[src/logic/rxnode_pkg.sv]
// Shared constants and types for the standalone receive node
package rxnode_pkg;
  // Clock
  localparam int CLK_HZ = 50_000_000;
  // Register byte offsets
  localparam logic [4:0] OFS_CTRL = 5'h00;
  localparam logic [4:0] OFS_NODE = 5'h04;
  localparam logic [4:0] OFS_STATUS = 5'h08;
  localparam logic [4:0] OFS_TIME = 5'h0C;
  localparam logic [4:0] OFS_LATCH = 5'h10;
  // Control field positions
  localparam int CTRL_TRIG_LSB = 0;
  localparam int CTRL_PAGE_LSB = 4;
  localparam int CTRL_PRE_LSB = 8;
  localparam int CTRL_RESYNC_BIT = 16;
  localparam int NODE_OWN_LSB = 0;
  localparam int NODE_MASTER_LSB = 8;
  localparam int NODE_MAX_LSB = 16;
  // Reset values
  localparam logic [2:0] TRIG_RST = 3'h0;
  localparam logic [1:0] PAGE_RST = 2'h3;
  localparam logic [2:0] PRE_RST = 3'h0;
  localparam logic [4:0] OWN_ID_RST = 5'h01;
  localparam logic [4:0] MASTER_ID_RST = 5'h01;
  localparam logic [4:0] MAX_ID_RST = 5'h1F;
  // Mode and identifier values
  localparam logic [2:0] TRIG_EXTERNAL = 3'h7;
  localparam logic [4:0] DIAG_MAX_ID = 5'h1F;
  localparam logic [5:0] DIAG_ID_BASE = 6'h04;
  // Counts
  localparam logic [11:0] PRESCALE_BASE = 12'h020;
  localparam logic [3:0] STROBE_LOW_CYCLES = 4'h4;
  localparam logic [8:0] MIN_PKT_BYTES = 9'h008;
  localparam int TAIL_DEPTH = 6;
  // One received byte from the link receiver
  typedef struct packed {
    logic valid;
    logic first;
    logic last;
    logic crc_ok;
    logic [7:0] data;
  } rx_beat_t;
  // Summary of a finished packet
  typedef struct packed {
    logic [7:0] sid;
    logic [7:0] dest_id;
    logic [15:0] word_a;
    logic [15:0] word_b;
    logic [15:0] time_word;
    logic [7:0] last_byte;
    logic crc_ok;
    logic long_enough;
  } rx_summary_t;
endpackage

[src/logic/rx_output_node.sv]
// Standalone receive output port, diagnostic flag and network time
// Function
// - Output updates only on packets addressed here
// - Word copy must match word near end
// - Latch loads only on good packets
// - Port floats until first accepted packet, except bit 0 in strobe mode
// - Trigger 111 turns bit 0 into strobe
// - Strobe pulses on each latch update
// - In that mode bits 15..1 carry data
// - Strobe always driven, high after reset
// - Low diagnostic pin enables diagnostic mode
// - Diagnostic mode forces highest identifier 31
// - Diagnostic source packet sets flag bit
// - Flag floats until qualifying packet
// - Page size picks diagnostic identifier
// - Sixteen bit network time, adjusted by master
// - Prescale 1:32 doubling up to 1:4096
// - Own identifier equal master identifier means master
// - Slave presets time on first master packet
// - Slave trims rate: slows when ahead by 2 or more, speeds up when behind
//
// The register offsets and register access over Avalon-MM are this design's own decisions.
`timescale 1ns/10ps
`default_nettype none
module rx_output_node (
  // Clock and reset
  input wire logic sys_clk_i,
  input wire logic rst_n_i,
  // Avalon-MM slave
  input wire logic [4:0] avs_address_i,
  input wire logic avs_read_i,
  input wire logic avs_write_i,
  input wire logic [31:0] avs_writedata_i,
  output logic [31:0] avs_readdata_o,
  output logic avs_waitrequest_o,
  // Received byte stream
  input wire rxnode_pkg::rx_beat_t rx_beat_i,
  // Diagnostic pin
  input wire logic diag_enable_n_i,
  // Output port, enables active low
  output logic [15:0] data_out_lines_o,
  output logic [15:0] data_out_lines_oe_n_o,
  // Flag pin, enable active low
  output logic flag_latch_out_o,
  output logic flag_latch_out_oe_n_o,
  // Network state
  output logic [15:0] network_time_o,
  output logic [4:0] highest_node_id_o,
  output logic time_master_o,
  output logic diag_mode_o
);
  import rxnode_pkg::*;

  // Configuration registers
  logic [2:0] tx_trigger_select_reg;
  logic [1:0] page_size_sel_reg;
  logic [2:0] time_prescale_sel_reg;
  logic [4:0] own_node_id_reg;
  logic [4:0] time_master_id_reg;
  logic [4:0] cfg_max_id_reg;
  // Bus state
  logic wait_reg;
  logic [31:0] rdata_reg;
  // Receive and output state
  logic [15:0] latch_reg;
  logic driven_reg;
  logic [3:0] strobe_cnt_reg;
  logic [15:0] data_out_reg;
  logic [15:0] data_oe_n_reg;
  logic flag_reg;
  logic flag_oe_n_reg;
  logic preset_done_reg;
  logic [4:0] highest_id_reg;
  logic master_reg;
  logic diag_mode_reg;
  logic diag_sync1_reg;
  logic diag_sync2_reg;
  // Submodule outputs
  logic sum_done;
  rx_summary_t sum;
  logic [15:0] net_time;

  // Bus decode
  wire bus_req = avs_read_i || avs_write_i;
  wire bus_go = avs_write_i && !wait_reg;
  wire [4:0] word_addr = {avs_address_i[4:2], 2'b00};
  wire wr_ctrl = bus_go && word_addr == OFS_CTRL;
  wire wr_node = bus_go && word_addr == OFS_NODE;
  wire resync = (wr_ctrl && avs_writedata_i[CTRL_RESYNC_BIT]) || wr_node;
  wire wait_next = !(bus_req && wait_reg);

  // Read mux, unmapped reads give zero
  wire [31:0] rd_ctrl = {21'h000000, time_prescale_sel_reg, 2'b00, page_size_sel_reg,
                         1'b0, tx_trigger_select_reg};
  wire [31:0] rd_node = {11'h000, cfg_max_id_reg, 3'h0, time_master_id_reg,
                         3'h0, own_node_id_reg};
  wire [31:0] rd_status = {19'h00000, highest_id_reg, 3'h0, diag_mode_reg, master_reg,
                           preset_done_reg, !flag_oe_n_reg, driven_reg};
  wire [31:0] rdata_next = (word_addr == OFS_CTRL) ? rd_ctrl :
                           (word_addr == OFS_NODE) ? rd_node :
                           (word_addr == OFS_STATUS) ? rd_status :
                           (word_addr == OFS_TIME) ? {16'h0000, net_time} :
                           (word_addr == OFS_LATCH) ? {16'h0000, latch_reg} : 32'h00000000;

  // Waitrequest falls one cycle after a request, for one cycle
  always_ff @(posedge sys_clk_i or negedge rst_n_i) begin
    if (!rst_n_i) begin
      wait_reg <= 1'b1;
      rdata_reg <= 32'h00000000;
    end else begin
      wait_reg <= wait_next;
      if (avs_read_i && wait_reg) rdata_reg <= rdata_next;
    end
  end

  // Control register writes
  always_ff @(posedge sys_clk_i or negedge rst_n_i) begin
    if (!rst_n_i) begin
      tx_trigger_select_reg <= TRIG_RST;
      page_size_sel_reg <= PAGE_RST;
      time_prescale_sel_reg <= PRE_RST;
    end else if (wr_ctrl) begin
      tx_trigger_select_reg <= avs_writedata_i[CTRL_TRIG_LSB +: 3];
      page_size_sel_reg <= avs_writedata_i[CTRL_PAGE_LSB +: 2];
      time_prescale_sel_reg <= avs_writedata_i[CTRL_PRE_LSB +: 3];
    end
  end

  // Node identifier writes
  always_ff @(posedge sys_clk_i or negedge rst_n_i) begin
    if (!rst_n_i) begin
      own_node_id_reg <= OWN_ID_RST;
      time_master_id_reg <= MASTER_ID_RST;
      cfg_max_id_reg <= MAX_ID_RST;
    end else if (wr_node) begin
      own_node_id_reg <= avs_writedata_i[NODE_OWN_LSB +: 5];
      time_master_id_reg <= avs_writedata_i[NODE_MASTER_LSB +: 5];
      cfg_max_id_reg <= avs_writedata_i[NODE_MAX_LSB +: 5];
    end
  end

  // Packet tail tracker
  pkt_tail u_tail (
    .sys_clk_i(sys_clk_i),
    .rst_n_i(rst_n_i),
    .beat_i(rx_beat_i),
    .done_o(sum_done),
    .sum_o(sum)
  );

  // Acceptance checks for the output port
  wire addr_ok = sum.dest_id == {3'h0, own_node_id_reg};
  wire dup_ok = sum.word_a == sum.word_b;
  wire accept = sum_done && addr_ok && dup_ok && sum.crc_ok && sum.long_enough;
  wire mode_ext = tx_trigger_select_reg == TRIG_EXTERNAL;
  wire strobe_n = strobe_cnt_reg == 4'h0;

  // Output latch and strobe timer
  always_ff @(posedge sys_clk_i or negedge rst_n_i) begin
    if (!rst_n_i) begin
      latch_reg <= 16'h0000;
      driven_reg <= 1'b0;
      strobe_cnt_reg <= 4'h0;
    end else begin
      if (accept) latch_reg <= sum.word_a;
      if (accept) driven_reg <= 1'b1;
      if (accept && mode_ext) strobe_cnt_reg <= STROBE_LOW_CYCLES;
      else if (!strobe_n) strobe_cnt_reg <= strobe_cnt_reg - 4'h1;
    end
  end

  // Pin drivers; bit 0 is the strobe in external trigger mode
  wire [15:0] out_next = {latch_reg[15:1], mode_ext ? strobe_n : latch_reg[0]};
  wire [15:0] oe_n_next = {{15{!driven_reg}}, mode_ext ? 1'b0 : !driven_reg};

  always_ff @(posedge sys_clk_i or negedge rst_n_i) begin
    if (!rst_n_i) begin
      data_out_reg <= 16'h0001;
      data_oe_n_reg <= 16'hFFFF;
    end else begin
      data_out_reg <= out_next;
      data_oe_n_reg <= oe_n_next;
    end
  end

  // Diagnostic pin synchroniser
  always_ff @(posedge sys_clk_i or negedge rst_n_i) begin
    if (!rst_n_i) begin
      diag_sync1_reg <= 1'b1;
      diag_sync2_reg <= 1'b1;
    end else begin
      diag_sync1_reg <= diag_enable_n_i;
      diag_sync2_reg <= diag_sync1_reg;
    end
  end

  // Diagnostic identifier from page size, highest identifier override
  wire [5:0] diag_id_wide = (DIAG_ID_BASE << page_size_sel_reg) - 6'h01;
  wire [4:0] diag_id = diag_id_wide[4:0];
  wire diag_on = !diag_sync2_reg;
  wire [4:0] highest_next = diag_on ? DIAG_MAX_ID : cfg_max_id_reg;
  wire from_diag = sum_done && sum.crc_ok && sum.sid == {3'h0, diag_id};

  // Flag pin and node status
  always_ff @(posedge sys_clk_i or negedge rst_n_i) begin
    if (!rst_n_i) begin
      flag_reg <= 1'b0;
      flag_oe_n_reg <= 1'b1;
      highest_id_reg <= MAX_ID_RST;
      master_reg <= 1'b0;
      diag_mode_reg <= 1'b0;
    end else begin
      if (from_diag) flag_reg <= sum.last_byte[7];
      if (from_diag) flag_oe_n_reg <= 1'b0;
      highest_id_reg <= highest_next;
      master_reg <= own_node_id_reg == time_master_id_reg;
      diag_mode_reg <= diag_on;
    end
  end

  // Time master tracking
  wire is_master = own_node_id_reg == time_master_id_reg;
  wire from_master = sum_done && sum.crc_ok && !is_master
                     && sum.sid == {3'h0, time_master_id_reg};
  wire time_load = from_master && !preset_done_reg;
  wire [15:0] time_diff = net_time - sum.time_word;
  wire diff_neg = time_diff[15];
  wire time_slow = from_master && preset_done_reg && !diff_neg
                   && time_diff >= 16'h0002;
  wire time_fast = from_master && preset_done_reg && diff_neg;

  // First-load flag; a load in the resync cycle still counts
  always_ff @(posedge sys_clk_i or negedge rst_n_i) begin
    if (!rst_n_i) begin
      preset_done_reg <= 1'b0;
    end else begin
      preset_done_reg <= time_load || (preset_done_reg && !resync);
    end
  end

  // Network time counter
  net_timer u_timer (
    .sys_clk_i(sys_clk_i),
    .rst_n_i(rst_n_i),
    .prescale_sel_i(time_prescale_sel_reg),
    .load_i(time_load),
    .load_value_i(sum.time_word),
    .slow_i(time_slow),
    .fast_i(time_fast),
    .time_o(net_time)
  );

  // Outputs
  assign avs_readdata_o = rdata_reg;
  assign avs_waitrequest_o = wait_reg;
  assign data_out_lines_o = data_out_reg;
  assign data_out_lines_oe_n_o = data_oe_n_reg;
  assign flag_latch_out_o = flag_reg;
  assign flag_latch_out_oe_n_o = flag_oe_n_reg;
  assign network_time_o = net_time;
  assign highest_node_id_o = highest_id_reg;
  assign time_master_o = master_reg;
  assign diag_mode_o = diag_mode_reg;

  // Checks
  AST_ADDR_FILTER: assert property (@(posedge sys_clk_i) disable iff (!rst_n_i)
    (sum_done && !addr_ok) |=> $stable(latch_reg))
    else $error("latch changed on foreign packet");
  AST_DUP_FILTER: assert property (@(posedge sys_clk_i) disable iff (!rst_n_i)
    (sum_done && !dup_ok) |=> $stable(latch_reg))
    else $error("latch changed on word mismatch");
  AST_LATCH_LOAD: assert property (@(posedge sys_clk_i) disable iff (!rst_n_i)
    accept |=> (latch_reg == $past(sum.word_a)) && driven_reg)
    else $error("latch missed accepted word");
  AST_HIZ_UNTIL_ACCEPT: assert property (@(posedge sys_clk_i) disable iff (!rst_n_i)
    !driven_reg |=> (&data_oe_n_reg[15:1]))
    else $error("port driven before first accept");
  AST_STROBE_PULSE: assert property (@(posedge sys_clk_i) disable iff (!rst_n_i)
    (accept && mode_ext) ##1 mode_ext |=> !data_out_reg[0] && !data_oe_n_reg[0])
    else $error("strobe missing after update");
  AST_STROBE_IDLE: assert property (@(posedge sys_clk_i) disable iff (!rst_n_i)
    (mode_ext && strobe_n) |=> data_out_reg[0] && !data_oe_n_reg[0])
    else $error("strobe not high while idle");
  AST_UPPER_BITS: assert property (@(posedge sys_clk_i) disable iff (!rst_n_i)
    driven_reg |=> data_out_reg[15:1] == $past(latch_reg[15:1]))
    else $error("port upper bits differ from latch");
  AST_DIAG_MAX: assert property (@(posedge sys_clk_i) disable iff (!rst_n_i)
    diag_on |=> highest_id_reg == DIAG_MAX_ID)
    else $error("highest id not forced in diagnostic mode");
  AST_FLAG_LATCH: assert property (@(posedge sys_clk_i) disable iff (!rst_n_i)
    from_diag |=> flag_reg == $past(sum.last_byte[7]) && !flag_oe_n_reg)
    else $error("flag not taken from diagnostic packet");
  AST_TIME_PRESET: assert property (@(posedge sys_clk_i) disable iff (!rst_n_i)
    time_load |=> net_time == $past(sum.time_word) && preset_done_reg)
    else $error("slave time not preset");
  AST_CRC_FILTER: assert property (@(posedge sys_clk_i) disable iff (!rst_n_i)
    (sum_done && !sum.crc_ok) |=> $stable(latch_reg))
    else $error("latch changed on bad check sum");
  AST_LATCH_QUIET: assert property (@(posedge sys_clk_i) disable iff (!rst_n_i)
    !accept |=> $stable(latch_reg))
    else $error("latch changed without accept");
  AST_PORT_DRIVEN: assert property (@(posedge sys_clk_i) disable iff (!rst_n_i)
    driven_reg |=> (data_oe_n_reg[15:1] == 15'h0000))
    else $error("port not driven after accept");
  AST_BIT0_DATA: assert property (@(posedge sys_clk_i) disable iff (!rst_n_i)
    !mode_ext |=> (data_out_reg[0] == $past(latch_reg[0])))
    else $error("bit 0 not data outside strobe mode");
  AST_BIT0_FLOAT: assert property (@(posedge sys_clk_i) disable iff (!rst_n_i)
    (!mode_ext && !driven_reg) |=> data_oe_n_reg[0])
    else $error("bit 0 driven before first accept");
  AST_STROBE_QUIET: assert property (@(posedge sys_clk_i) disable iff (!rst_n_i)
    (strobe_n && !(accept && mode_ext)) |=> strobe_n)
    else $error("strobe without latch update");
  AST_STROBE_DRIVEN: assert property (@(posedge sys_clk_i) disable iff (!rst_n_i)
    mode_ext |=> !data_oe_n_reg[0])
    else $error("strobe pin not driven");
  AST_DIAG_OFF: assert property (@(posedge sys_clk_i) disable iff (!rst_n_i)
    !diag_on |=> (highest_id_reg == $past(cfg_max_id_reg)))
    else $error("highest id not configured value");
  AST_DIAG_MODE: assert property (@(posedge sys_clk_i) disable iff (!rst_n_i)
    diag_on |=> diag_mode_reg)
    else $error("diagnostic mode not shown");
  AST_FLAG_HOLD: assert property (@(posedge sys_clk_i) disable iff (!rst_n_i)
    !from_diag |=> $stable(flag_reg))
    else $error("flag changed without diagnostic packet");
  AST_FLAG_HIZ: assert property (@(posedge sys_clk_i) disable iff (!rst_n_i)
    (flag_oe_n_reg && !from_diag) |=> flag_oe_n_reg)
    else $error("flag driven before diagnostic packet");
  AST_DIAG_ID_P3: assert property (@(posedge sys_clk_i) disable iff (!rst_n_i)
    (page_size_sel_reg == 2'h3) |-> (diag_id == 5'h1F))
    else $error("diagnostic id wrong for page code 3");
  AST_DIAG_ID_P2: assert property (@(posedge sys_clk_i) disable iff (!rst_n_i)
    (page_size_sel_reg == 2'h2) |-> (diag_id == 5'h0F))
    else $error("diagnostic id wrong for page code 2");
  AST_DIAG_ID_P1: assert property (@(posedge sys_clk_i) disable iff (!rst_n_i)
    (page_size_sel_reg == 2'h1) |-> (diag_id == 5'h07))
    else $error("diagnostic id wrong for page code 1");
  AST_DIAG_ID_P0: assert property (@(posedge sys_clk_i) disable iff (!rst_n_i)
    (page_size_sel_reg == 2'h0) |-> (diag_id == 5'h03))
    else $error("diagnostic id wrong for page code 0");
  AST_MASTER_SET: assert property (@(posedge sys_clk_i) disable iff (!rst_n_i)
    (own_node_id_reg == time_master_id_reg) |=> master_reg)
    else $error("master status not set");
  AST_PRESET_KEEP: assert property (@(posedge sys_clk_i) disable iff (!rst_n_i)
    (preset_done_reg && !resync) |=> preset_done_reg)
    else $error("preset flag lost without resync");
endmodule // rx_output_node
`default_nettype wire

[src/logic/pkt_tail.sv]
// Keeps the header and last six bytes of the packet being received
`timescale 1ns/10ps
`default_nettype none
module pkt_tail (
  // Clock and reset
  input wire logic sys_clk_i,
  input wire logic rst_n_i,
  // Byte stream
  input wire rxnode_pkg::rx_beat_t beat_i,
  // Packet summary
  output logic done_o,
  output rxnode_pkg::rx_summary_t sum_o
);
  import rxnode_pkg::*;

  logic [7:0] tail_reg [0:TAIL_DEPTH-1];
  logic [8:0] count_reg;
  logic [7:0] sid_reg;
  logic [7:0] did_reg;
  logic crc_reg;
  logic done_reg;

  // Tail shift register, newest byte at index 0
  genvar gi;
  generate
    for (gi = 0; gi < TAIL_DEPTH; gi++) begin : g_tail
      always_ff @(posedge sys_clk_i or negedge rst_n_i) begin
        if (!rst_n_i) begin
          tail_reg[gi] <= 8'h00;
        end else if (beat_i.valid) begin
          tail_reg[gi] <= (gi == 0) ? beat_i.data : tail_reg[(gi == 0) ? 0 : gi - 1];
        end
      end
    end
  endgenerate

  // Header capture, byte count and end marker
  always_ff @(posedge sys_clk_i or negedge rst_n_i) begin
    if (!rst_n_i) begin
      count_reg <= 9'h000;
      sid_reg <= 8'h00;
      did_reg <= 8'h00;
      crc_reg <= 1'b0;
      done_reg <= 1'b0;
    end else begin
      done_reg <= beat_i.valid && beat_i.last;
      if (beat_i.valid) begin
        count_reg <= beat_i.first ? 9'h001 : count_reg + ((&count_reg) ? 9'h000 : 9'h001);
        if (beat_i.first) sid_reg <= beat_i.data;
        if (!beat_i.first && count_reg == 9'h001) did_reg <= beat_i.data;
        if (beat_i.last) crc_reg <= beat_i.crc_ok;
      end
    end
  end

  // Word pairing: earlier byte is the low byte
  assign sum_o.sid = sid_reg;
  assign sum_o.dest_id = did_reg;
  assign sum_o.word_a = {tail_reg[4], tail_reg[5]};
  assign sum_o.word_b = {tail_reg[2], tail_reg[3]};
  assign sum_o.time_word = {tail_reg[0], tail_reg[1]};
  assign sum_o.last_byte = tail_reg[0];
  assign sum_o.crc_ok = crc_reg;
  assign sum_o.long_enough = count_reg >= MIN_PKT_BYTES;
  assign done_o = done_reg;
endmodule // pkt_tail
`default_nettype wire

[src/logic/net_timer.sv]
// Prescaled network time counter with preset and rate trim
`timescale 1ns/10ps
`default_nettype none
module net_timer (
  // Clock and reset
  input wire logic sys_clk_i,
  input wire logic rst_n_i,
  // Control
  input wire logic [2:0] prescale_sel_i,
  input wire logic load_i,
  input wire logic [15:0] load_value_i,
  input wire logic slow_i,
  input wire logic fast_i,
  // Time
  output logic [15:0] time_o
);
  import rxnode_pkg::*;

  logic [11:0] pre_reg;
  logic [15:0] time_reg;
  logic skip_reg;
  logic extra_reg;
  wire [11:0] pre_limit = (PRESCALE_BASE << prescale_sel_i) - 12'h001;
  wire tick = (pre_reg >= pre_limit);
  wire [15:0] step = skip_reg ? 16'h0000 : (extra_reg ? 16'h0002 : 16'h0001);

  // Divider and counter; wraps from all ones to zero
  always_ff @(posedge sys_clk_i or negedge rst_n_i) begin
    if (!rst_n_i) begin
      pre_reg <= 12'h000;
      time_reg <= 16'h0000;
    end else if (load_i) begin
      pre_reg <= 12'h000;
      time_reg <= load_value_i;
    end else begin
      pre_reg <= tick ? 12'h000 : pre_reg + 12'h001;
      if (tick) time_reg <= time_reg + step;
    end
  end

  // Pending trim, a new request beats the tick that consumes the old one
  always_ff @(posedge sys_clk_i or negedge rst_n_i) begin
    if (!rst_n_i) begin
      skip_reg <= 1'b0;
      extra_reg <= 1'b0;
    end else begin
      skip_reg <= slow_i || (skip_reg && !tick && !fast_i);
      extra_reg <= fast_i || (extra_reg && !tick && !slow_i);
    end
  end

  assign time_o = time_reg;
endmodule // net_timer
`default_nettype wire

[config.mk]
export PLATFORM = sky130hd
export DESIGN_NAME = rx_output_node
export DESIGN_NICKNAME = d
export VERILOG_FILES = /design/src/logic/rxnode_pkg.sv /design/src/logic/rx_output_node.sv /design/src/logic/pkt_tail.sv /design/src/logic/net_timer.sv
export SDC_FILE = /design/constraint.sdc
export NUM_CORES = 1
export LEC_CHECK = 0
export BUFFER_PORTS_ARGS = -buffer_cell sky130_fd_sc_hd__buf_2
export CORE_AREA = 2 2 144 146
export CTS_BUF_LIST = sky130_fd_sc_hd__clkbuf_8
export DETAILED_ROUTE_END_ITERATION = 7
export DIE_AREA = 0 0 146 148
export PLACE_DENSITY = 0.77
export SYNTH_ARGS = -nofsm -noshare
export SYNTH_HDL_FRONTEND = slang
export SYNTH_SLANG_ARGS = --single-unit
[constraint.sdc]
create_clock -name sys_clk_i -period 5.9 [get_ports sys_clk_i]
set_input_delay 0 -clock sys_clk_i [delete_from_list [all_inputs] [get_ports sys_clk_i]]
set_output_delay 0 -clock sys_clk_i [all_outputs]
set_load 0.05 [all_outputs]
==> results of run 1 <==
-- power by group --
part	internal (mW)	switching, mW	total, mW	leakage, nW
clock network	0.678	0.549	1.23	0.396
logic	0.438	0.573	1.01	2.53
registers	1.63	0.259	1.89	2.55
-- layout by cell type (no fill, tap or decap), types with 4 or more instances in the layout --
| cell | Yosys | routed |
|---|---|---|
| and2_1 | 4 | 4 |
| mux2_2 | 90 | 90 |
| nand4_1 | 14 | 14 |
| buf_4 | 25 | 4 |
| o21a_1 | 5 | 5 |
| xnor2_1 | 28 | 28 |
| nor2b_1 | 4 | 4 |
| and3_1 | 10 | 10 |
| dlygate4sd3_1 | 0 | 34 |
| clkbuf_8 | 0 | 42 |
| conb_1 | 1 | 11 |
| xor2_1 | 36 | 36 |
| nand2b_1 | 9 | 9 |
| nor3_1 | 13 | 13 |
| dfrtp_1 | 180 | 180 |
| or3_1 | 8 | 8 |
| or2_2 | 4 | 4 |
| nor2_1 | 70 | 70 |
| mux4_2 | 7 | 7 |
| nor4_1 | 7 | 7 |
| o211ai_1 | 5 | 5 |
| nand2_1 | 69 | 69 |
| a21oi_1 | 42 | 42 |
| ha_1 | 28 | 28 |
| a22oi_1 | 10 | 10 |
| dfstp_2 | 21 | 21 |
| o22ai_1 | 5 | 5 |
| a221oi_1 | 6 | 6 |
| inv_1 | 42 | 55 |
| a22o_1 | 7 | 7 |
| nand3_1 | 17 | 17 |
| nand4b_1 | 5 | 5 |
| o21ai_0 | 48 | 48 |
| buf_2 | 2 | 113 |
-- metrics by stage --
step                      util (%)  power, mW  area [sq um]  hold WS (ns)
after floorplan                  -       2.59          9950        -0.296
after global placement        52.8       2.84         10600         0.105
after detailed placement      52.8       2.89         10600         0.111
after CTS                     57.9       4.15         11600        0.0308
after global routing          57.9       4.36         11600        0.0590
final                         57.9       4.13         11600        0.0465
-- worst max path at each step --
| stage | cells after the start | end | startpoint | slack (ns) |
|---|---|---|---|---|
| global route | 10 | u_timer.time_o[11]$_DFFE_PN0P_ | time_prescale_sel_reg[1]$_DFFE_PN0P_ | 2.69 |
| detailed placement | 10 | u_timer.time_o[11]$_DFFE_PN0P_ | time_prescale_sel_reg[2]$_DFFE_PN0P_ | 2.92 |
| CTS | 10 | u_timer.time_o[11]$_DFFE_PN0P_ | time_prescale_sel_reg[2]$_DFFE_PN0P_ | 2.90 |
| finish | 10 | u_timer.time_o[11]$_DFFE_PN0P_ | time_prescale_sel_reg[2]$_DFFE_PN0P_ | 2.87 |
| global placement | 10 | u_timer.time_o[11]$_DFFE_PN0P_ | time_prescale_sel_reg[2]$_DFFE_PN0P_ | 3.00 |
| floorplan | 11 | u_timer.extra_reg$_DFF_PN0_ | u_timer.time_o[0]$_DFFE_PN0P_ | 3.13 |
-- critical path, cell delays in order (launching register included) --
cell and delay (ns):
dfrtp_1 0.45, nor3_1 0.25, ha_1 0.26, and3_1 0.14
a32o_1 0.21, o221a_1 0.28, nor2_1 0.50, nor2_1 0.27
and3_1 0.26, xnor2_1 0.14, a21oi_1 0.09
-- layout make-up --
class	instances	area [sq um]
fill	1683	8430
clock inverter	20	120
multi-input combinational	610	4420
sequential	201	5060
tap	270	338
timing repair buffer	152	950
inverter	42	158
clock buffer	41	564
-- kinds of logic (layout without fill, tap and decap cells) --
logic type,Yosys count,in the layout
flip-flops,201,201
adder cells (fa/ha/maj),30,30
AND/OR/NAND/NOR,245,245
other,1,11
multiplexers,100,100
XOR/XNOR,64,64
buffers and inverters,102,255
AO/OA/AOI/OAI,160,160
-- layer usage --
layer	vias to the layer above	track usage, %	routed length (um)
met3	41	4.10	1540
met4	0	6.50	506
li1	3439	-	-
met2	297	37.3	11500
met1	3699	31.7	10900
met5	-	0	0
==> results by group, run 1 <==
Synthesis
  • Synth warnings: 0
  • Post-Syn Area per Cell: 11.0 sq um
  • Largest family of logic cells by synthesized area: multiplexers
  • Syn Std Cell Area: 9910 sq um
  • Synth cell count leaders: dfrtp_1, mux2_2, nor2_1
  • Synth Area in Simple Gates: 12.0%
  • Post-synthesis mux area share: 12.1%
  • Synth async-reset ratio: 100%
  • XOR/XNOR Fraction of Synth Area: 5.65%
  • Sequential fraction of the synthesis area: 51.0%
  • Share of the synthesized area in the top cell type: 45.4%
  • Syn Inst Count: 903
  • Most numerous cell in the Yosys netlist: dfrtp_1
  • Leading area contributor after synthesis: dfrtp_1
  • Post-synth EDFFs: 0
  • Synth top area cells: dfrtp_1, mux2_2, dfstp_2
  • Post-Synth Adder-Cell Area: 3.94%
  • Yosys reg bits: 201
  • Synth cell types: 64
  • Synth Area in Compound Gates: 10.4%
  • Most used DFF post-synth: dfrtp_1

STA
  • TNS Setup: 0 ns
  • Final Cycle Share: 51.3%
  • Unrepaired setup endpoints after global routing: no
  • Final Hold Vio Count: 0
  • Worst Setup Slack, final: 2.87 ns
  • FMAX: 330 MHz
  • Final setup fails: 0
  • Fin crit period: 3.03 ns
  • Pins Over Slew Limit: 0
  • Final Skew: 0.0205 ns
  • Worst rel slew slack: 23.6%
  • Worst-margin pin slew: 1.14 ns

Place
  • DP Cell Count: 1241
  • Port buffer count: 114
  • Gpl congestion: 0.917
  • Post-DP HPWL: 17300 um
  • Pre-CTS setup slack: 2.92 ns

Worst setup path
  • Crit path max fanout: 9
  • CP Launch Type: register
  • Critical Setup Path Class: reg -> reg
  • R2r worst-path depth: 10
  • Critical path required time: 6.25 ns
  • R2R Setup Slk: 2.87 ns
  • Worst Path Arrival: 3.38 ns
  • CP Capture Type: register
  • R2R Path End: u_timer.time_o[11]$_DFFE_PN0P_
  • R2R Path Start: time_prescale_sel_reg[2]$_DFFE_PN0P_

Min path
  • Worst hold start: avs_address_i[3]
  • WHS Path Cells: 3
  • Class of the worst hold path: in -> reg
  • WHS Endpoint: avs_readdata_o[11]$_DFFE_PN0P_

Clock network
  • Clock Path Buffers: 3
  • Clk slew on worst S/H paths: 0.07 ns
  • CTS root buf: clkbuf_8
  • CTS H-tree lvls: 2
  • Clk sinks: 201
  • Cts repair resizes: 0
  • Post-CTS Setup Inserts: 0
  • Num CTS Buffers: 34
  • Cts hold-fix bufs: 34
  • Worst skew pair latency: 0.52 ns
  • CTS tree: built

Routing
  • Antenna Nets Post-Route: 0
  • Initial DRC count: 686
  • # DRC: 0
  • Via count: 7476
  • Final Routed Wirelength: 24400 um
  • Routed vias/inst: 5.60
  • Pre-antenna DRT Iters: 5
  • Routed len/inst: 18.3 um

Finish
  • Share of layout cells above drive strength 1: 27.7%
  • Cell Count, Final, Fillers Out: 1336
  • Post-layout nets: 1125
  • Antenna Diode Count: 0
  • Synth-to-layout area growth: 17.1%
  • Max reg flops: 48

Status
  • Outcome: finished, final reports clean

GRT
  • Gr ovfl total: 0
  • Total GRT Usage: 22.9%
  • Global-route wire length before repair: 39000 um
  • Vias in the first global route: 7209
  • Antenna violations before repair: 0
  • Largest net degree at the start of global routing: 121

Die
  • Core area: 20000 sq um
  • Total I/O pin count: 144
  • Std cell rows: 52
  • Die width: 146 um
  • Total Die Area: 21600 sq um
  • Die height: 148 um
  • Initial Util: 49.5%

Pwr
  • Peak VDD IR: 0.152 mV
  • Pwr dens: 356 nW/um^2
  • Leak: 5.47 nW

Run
  • Number of max-cap violations: 0
No activity file was read; power rests on OpenSTA's default activity.
==> run 2, diff against run 1 <==
--- a/config.mk
+++ b/config.mk
@@ -10,7 +10,7 @@
 export CTS_BUF_LIST = sky130_fd_sc_hd__clkbuf_8
 export DETAILED_ROUTE_END_ITERATION = 7
 export DIE_AREA = 0 0 146 148
-export PLACE_DENSITY = 0.77
+export PLACE_DENSITY = 0.79
 export SYNTH_ARGS = -nofsm -noshare
 export SYNTH_HDL_FRONTEND = slang
 export SYNTH_SLANG_ARGS = --single-unit
==> constraint.sdc (replaced) <==
create_clock -name sys_clk_i -period 2.5 [get_ports sys_clk_i]
set_input_delay 0 -clock sys_clk_i [delete_from_list [all_inputs] [get_ports sys_clk_i]]
set_output_delay 0 -clock sys_clk_i [all_outputs]
set_load 0.05 [all_outputs]
==> run 2 against run 1 <==
The flow now finishes with violations (negative setup slack). Core utilization rose by 2.7 points. Maximum frequency rose by 20%. Combinational power grew to 2.6 times the previous value. Design area is 4.7% higher. Global-route usage grew 0.78 points. Clock skew barely moved. Sequential power grew 130%. Count of clock-buffer cells in the layout grew 2. Wire length is 4.9% higher. Clock power increased by 140%. Flip-flop and latch count unchanged. First-iteration DRC count down 16%. Largest cell class unchanged. Highest routed layer unchanged.
==> results by group, run 2 (synthesis results as in run 1) <==
GRT
  • Antenna violations before repair: 0
  • Global-route wire length before repair: 40100 um
  • Largest net degree at the start of global routing: 90
  • Vias in the first global route: 7528
  • Total GRT Usage: 23.6%
  • Gr ovfl total: 0

Worst setup path
  • Crit path max fanout: 2
  • CP Capture Type: register
  • CP Launch Type: register
  • Critical Setup Path Class: reg -> reg
  • R2R Setup Slk: -0.03 ns
  • Worst Path Arrival: 2.98 ns
  • Worst-path cell chain: inv_2, ha_1, fa_2, nand2b_4, a21oi_2, mux2i_1, nand4b_1, nor4_2, buf_4, nand4_1, o221ai_1, o21bai_1
  • Critical path required time: 2.95 ns
  • Worst path slowest cell: fa_2
  • Peak per-stage delay on the critical path: 0.40 ns

STA
  • TNS Setup: -0.0367 ns
  • Hold WS: 0.0382 ns
  • Worst Setup Slack, final: -0.0314 ns
  • Worst rel slew slack: 48.7%
  • Worst-margin pin slew: 0.769 ns
  • Final Skew: 0.0201 ns
  • Final setup fails: 2
  • Unrepaired setup endpoints after global routing: yes
  • Final Hold Vio Count: 0
  • Final Cycle Share: 101%
  • Pins Over Slew Limit: 0
  • FMAX: 395 MHz
  • Fin crit period: 2.53 ns

Finish
  • Share of layout cells above drive strength 1: 32.6%
  • Fin util: 60.6%
  • Antenna Diode Count: 0
  • Design area: 12100 sq um
  • Most frequent cells in the layout: dfrtp_1, buf_2, mux2_2
  • Fill count: 1596
  • Post-layout nets: 1170
  • Synth-to-layout area growth: 22.5%
  • Max reg flops: 48
  • Most common cell after layout, fill and taps aside: dfrtp_1

Routing
  • Initial DRC count: 575
  • Via count: 7643
  • Routed len/inst: 18.6 um
  • Final Routed Wirelength: 25600 um
  • Antenna Nets Post-Route: 0
  • Pre-antenna DRT Iters: 5
  • # DRC: 0
  • Routed vias/inst: 5.53

Clock network
  • CTS H-tree lvls: 2
  • Clk slew on worst S/H paths: 0.06 ns
  • CTS tree: built
  • Worst skew pair latency: 0.53 ns
  • Clk sinks: 201
  • Clock Path Buffers: 3
  • Num CTS Buffers: 35
  • CTS root buf: clkbuf_8

Run
  • Number of max-cap violations: 0

Pwr
  • Peak VDD IR: 0.541 mV
  • Switching Power: 3.38 mW
  • Logic pwr share: 26.5%
  • Sequential group share of total power: 43.7%
  • Pwr dens: 831 nW/um^2
  • Pint: 6.71 mW
  • Clock network power share: 29.8%
  • Switching share of power: 33.5%
  • Leak: 5.75 nW

Die
  • Total Die Area: 21600 sq um
  • Std cell rows: 52
  • Die height: 148 um
  • Initial Util: 49.5%
  • Die width: 146 um
  • Total I/O pin count: 144
  • Core area: 20000 sq um

Status
  • Outcome: complete, but fails checks
  • Failing checks: negative setup slack

Min path
  • Class of the worst hold path: in -> reg

Place
  • Post-DP HPWL: 18500 um
  • Placed cell area: 11000 sq um
  • Port buffer count: 114
  • Gpl congestion: 0.948
-- run 2: layout make-up --
cell class                 instances  area, sq um  share of cell area [%]
inverter                          42          158                    1.30
multi-input combinational        610         4530                    37.3
timing repair buffer             196         1350                    11.1
clock buffer                      43          592                    4.87
clock inverter                    19          120                   0.989
sequential                       201         5060                    41.7
tap                              270          338                    2.78
-- run 2: layer usage --
layer  track usage, %  part of all wire [%]
met2             38.2                    47
met3             5.59                   7.8
met5                0                     0
met4             8.25                   2.7
met1             31.6                    43
-- run 2: critical path, delay by kind of cell, from the launching register on --
kind	cells	cell delay, ns
AO/OA/AOI/OAI	3	0.45
AND/OR/NAND/NOR	4	0.59
buffers and inverters	2	0.20
multiplexers	1	0.20
adder cells (fa/ha/maj)	2	0.64
flip-flops	1	0.36
-- run 2: timing repair --
item / 4_1_cts / 5_1_grt
cloned: 0 / 0
endpoints found under the hold margin: 146 / 0
buffers inserted: 1 / 0
endpoints found under the setup margin: 7 / 25
resized for setup: 9 / 14
pin swaps: 5 / 12
hold buffers: 35 / 0
-- run 2: power by group through the flow --
stage	Combinational (mW)	Sequential, mW	Clock, mW
after global routing	2.92	4.48	3.21
final	2.67	4.41	3.01
after global placement	2.47	4.40	0
after floorplan	1.56	4.60	0
after detailed placement	2.54	4.44	0
after CTS	2.65	4.39	3.06
-- run 2: stage by stage --
| stage | power, mW | setup WS [ns] | instances |
|---|---|---|---|
| after floorplan | 6.15 | 0.00522 | 913 |
| after global placement | 6.88 | 0.000885 | 1283 |
| after detailed placement | 6.98 | -0.0747 | 1283 |
| after CTS | 10.1 | -0.00378 | 1381 |
| after global routing | 10.6 | -0.131 | 1381 |
| final | 10.1 | -0.0314 | 1381 |
-- run 2: worst paths after layout --
| path | startpoint | endpoint | cells after the start |
|---|---|---|---|
| setup / recovery | u_timer.time_o[0]$_DFFE_PN0P_ | u_timer.extra_reg$_DFF_PN0_ | 12 |
| hold / removal | avs_address_i[3] | avs_readdata_o[3]$_DFFE_PN0P_ | 3 |
| setup reg to reg | u_timer.time_o[0]$_DFFE_PN0P_ | u_timer.extra_reg$_DFF_PN0_ | 12 |
| hold reg to reg | diag_sync1_reg$_DFF_PN1_ | diag_sync2_reg$_DFF_PN1_ | 0 |
| max in group asynchronous | rst_n_i | highest_node_id_o[3]$_DFF_PN1_ | 3 |
| min in group asynchronous | rst_n_i | u_timer.time_o[11]$_DFFE_PN0P_ | 2 |
==> run 3, diff against run 2 <==
--- a/config.mk
+++ b/config.mk
@@ -5,12 +5,12 @@
 export SDC_FILE = /design/constraint.sdc
 export NUM_CORES = 1
 export LEC_CHECK = 0
-export BUFFER_PORTS_ARGS = -buffer_cell sky130_fd_sc_hd__buf_2
-export CORE_AREA = 2 2 144 146
+export BUFFER_PORTS_ARGS = -buffer_cell sky130_fd_sc_hd__buf_4
+export CORE_AREA = 2 2 139 141
 export CTS_BUF_LIST = sky130_fd_sc_hd__clkbuf_8
 export DETAILED_ROUTE_END_ITERATION = 7
-export DIE_AREA = 0 0 146 148
-export PLACE_DENSITY = 0.79
+export DIE_AREA = 0 0 141 143
+export PLACE_DENSITY = 0.84
 export SYNTH_ARGS = -nofsm -noshare
 export SYNTH_HDL_FRONTEND = slang
 export SYNTH_SLANG_ARGS = --single-unit
==> run 3 against run 2 <==
The run still ends with negative setup slack left. Clock power decreased by 5%. Combinational power increased by 5%. Clock skew decreased by 0.0014 ns. Worst setup slack got worse by 0.058 ns. Critical path type unchanged. Flip-flop and latch count unchanged. Total power about the same. Cell count decreased by 2.1%. First-iteration DRC count increased by 21%. Wire length increased by 2.3%.
==> results by group, run 3 (synthesis results as in run 1) <==
Worst setup path
  • Delay-heaviest family, CP: simple AND/OR/NAND/NOR gates
  • Critical path required time: 2.91 ns
  • CP Launch Type: register
  • Worst path slowest cell: dfrtp_2
  • Peak per-stage delay on the critical path: 0.44 ns
  • Worst path buffer plus inverter count: 1
  • Worst Path Arrival: 3.00 ns
  • Crit path max fanout: 5
  • CP Capture Type: register
  • Critical Setup Path Class: reg -> reg
  • Worst-path cell chain: nor3_2, ha_1, and3_4, a32o_1, o221a_1, or2_4, nand4b_1, buf_4, nor2_1, xnor2_1, o21ai_1

STA
  • Pins Over Slew Limit: 0
  • Worst Setup Slack, final: -0.0889 ns
  • Final Cycle Share: 104%
  • Fin crit period: 2.59 ns
  • Worst-margin pin slew: 0.729 ns
  • Final Skew: 0.0187 ns
  • FMAX: 386 MHz
  • Unrepaired setup endpoints after global routing: yes
  • Final Hold Vio Count: 0
  • Final setup fails: 8
  • Worst rel slew slack: 51.4%

Pwr
  • Switching Power: 3.45 mW
  • Pint: 6.64 mW
  • Pwr dens: 816 nW/um^2
  • Peak VDD IR: 0.443 mV
  • Sequential group share of total power: 43.8%
  • Leak: 5.81 nW
  • Logic pwr share: 27.8%
  • Switching share of power: 34.2%
  • Clock network power share: 28.4%

Routing
  • Initial DRC count: 698
  • Via count: 7795
  • # DRC: 0
  • Antenna Nets Post-Route: 0
  • Final Routed Wirelength: 26200 um
  • Pre-antenna DRT Iters: 5
  • Routed len/inst: 19.4 um
  • Routed vias/inst: 5.77

Min path
  • Class of the worst hold path: in -> async

Place
  • Placed cell area: 11200 sq um
  • Post-DP HPWL: 18400 um
  • Port buffer count: 114
  • Gpl congestion: 0.922

Clock network
  • CTS H-tree lvls: 2
  • CTS root buf: clkbuf_8
  • Clock Path Buffers: 3
  • CTS tree: built
  • Worst skew pair latency: 0.54 ns
  • Clk slew on worst S/H paths: 0.06 ns
  • Clk sinks: 201
  • Num CTS Buffers: 35

Finish
  • Most frequent cells in the layout: dfrtp_1, buf_4, mux2_2
  • Fill count: 1346
  • Register area: 5070 sq um
  • Multi-input logic area: 4540 sq um
  • Max reg flops: 48
  • Post-layout nets: 1177
  • Synth-to-layout area growth: 24.8%
  • Fin util: 66.6%
  • Design area: 12400 sq um
  • Most common cell after layout, fill and taps aside: dfrtp_1
  • Antenna Diode Count: 0
  • Share of layout cells above drive strength 1: 33.2%

Run
  • Number of max-cap violations: 0

Die
  • Total I/O pin count: 144
  • Core area: 18600 sq um
  • Die width: 141 um
  • Initial Util: 53.4%
  • Die height: 143 um
  • Std cell rows: 50
  • Total Die Area: 20200 sq um

GRT
  • Global-route wire length before repair: 40900 um
  • Vias in the first global route: 7745
  • Total GRT Usage: 26.1%
  • Largest net degree at the start of global routing: 82
  • Antenna violations before repair: 1
  • Gr ovfl total: 0

Status
  • Failing checks: negative setup slack
  • Outcome: complete, but fails checks
[run 3: worst paths after layout]
kind,from,end,slack (ns),cells after the start
max,time_prescale_sel_reg[1]$_DFFE_PN0P_,u_timer.time_o[10]$_DFFE_PN0P_,-0.09,11
min,rst_n_i,u_tail.sum_o[7]$_DFFE_PN0P_,0.08,2
max reg2reg,time_prescale_sel_reg[1]$_DFFE_PN0P_,u_timer.time_o[10]$_DFFE_PN0P_,-0.09,11
min reg2reg,diag_sync1_reg$_DFF_PN1_,diag_sync2_reg$_DFF_PN1_,0.36,0
max in group asynchronous,rst_n_i,cfg_max_id_reg[1]$_DFFE_PN1P_,1.58,3
min in group sys_clk_i,avs_address_i[2],avs_readdata_o[11]$_DFFE_PN0P_,0.10,4
[run 3: repair_timing]
item / CTS / global route
hold endpoints to repair: 146 / 0
cloned: 0 / 0
gates resized for setup: 13 / 13
setup buffers: 7 / 2
pin swaps: 18 / 12
hold buffers: 36 / 0
endpoints found under the setup margin: 12 / 26
[run 3: metrics by stage]
stage	hold WS [ns]	setup TNS, ns	std cells	worst slack, ns	power (mW)
2_1_floorplan	-0.296	0	913	0.00522	6.15
3_3_place_gp	0.0867	-0.250	1245	-0.0785	6.92
3_5_place_dp	0.0859	-1.03	1245	-0.166	7.04
4_1_cts	0.0828	-0.0528	1350	-0.0244	10.1
5_1_grt	0.123	-1.93	1352	-0.185	10.6
6_report	0.0785	-0.387	1352	-0.0889	10.1
[run 3: layout make-up]
class	instances	area share (%)
Multi-Input combinational cell	610	36.7
Inverter	42	1.27
Sequential cell	201	41.0
Clock buffer	41	4.56
Clock inverter	21	0.850
Timing Repair Buffer	203	13.3
Tap cell	234	2.37
[run 3: power by group through the flow]
stage               combinational, mW  clock, mW  sequential [mW]
detailed placement               2.60          0             4.44
finish                           2.80       2.87             4.42
global route                     3.04       3.08             4.49
CTS                              2.73       2.93             4.40
floorplan                        1.56          0             4.60
global placement                 2.52          0             4.40
[run 3: per-layer routing]
layer	share of wire [%]	track usage [%]	vias up
met5	0	0	-
met4	3.3	9.79	0
met3	7.8	6.24	62
met2	48	42.5	357
met1	41	34.2	3834
li1	-	-	3542
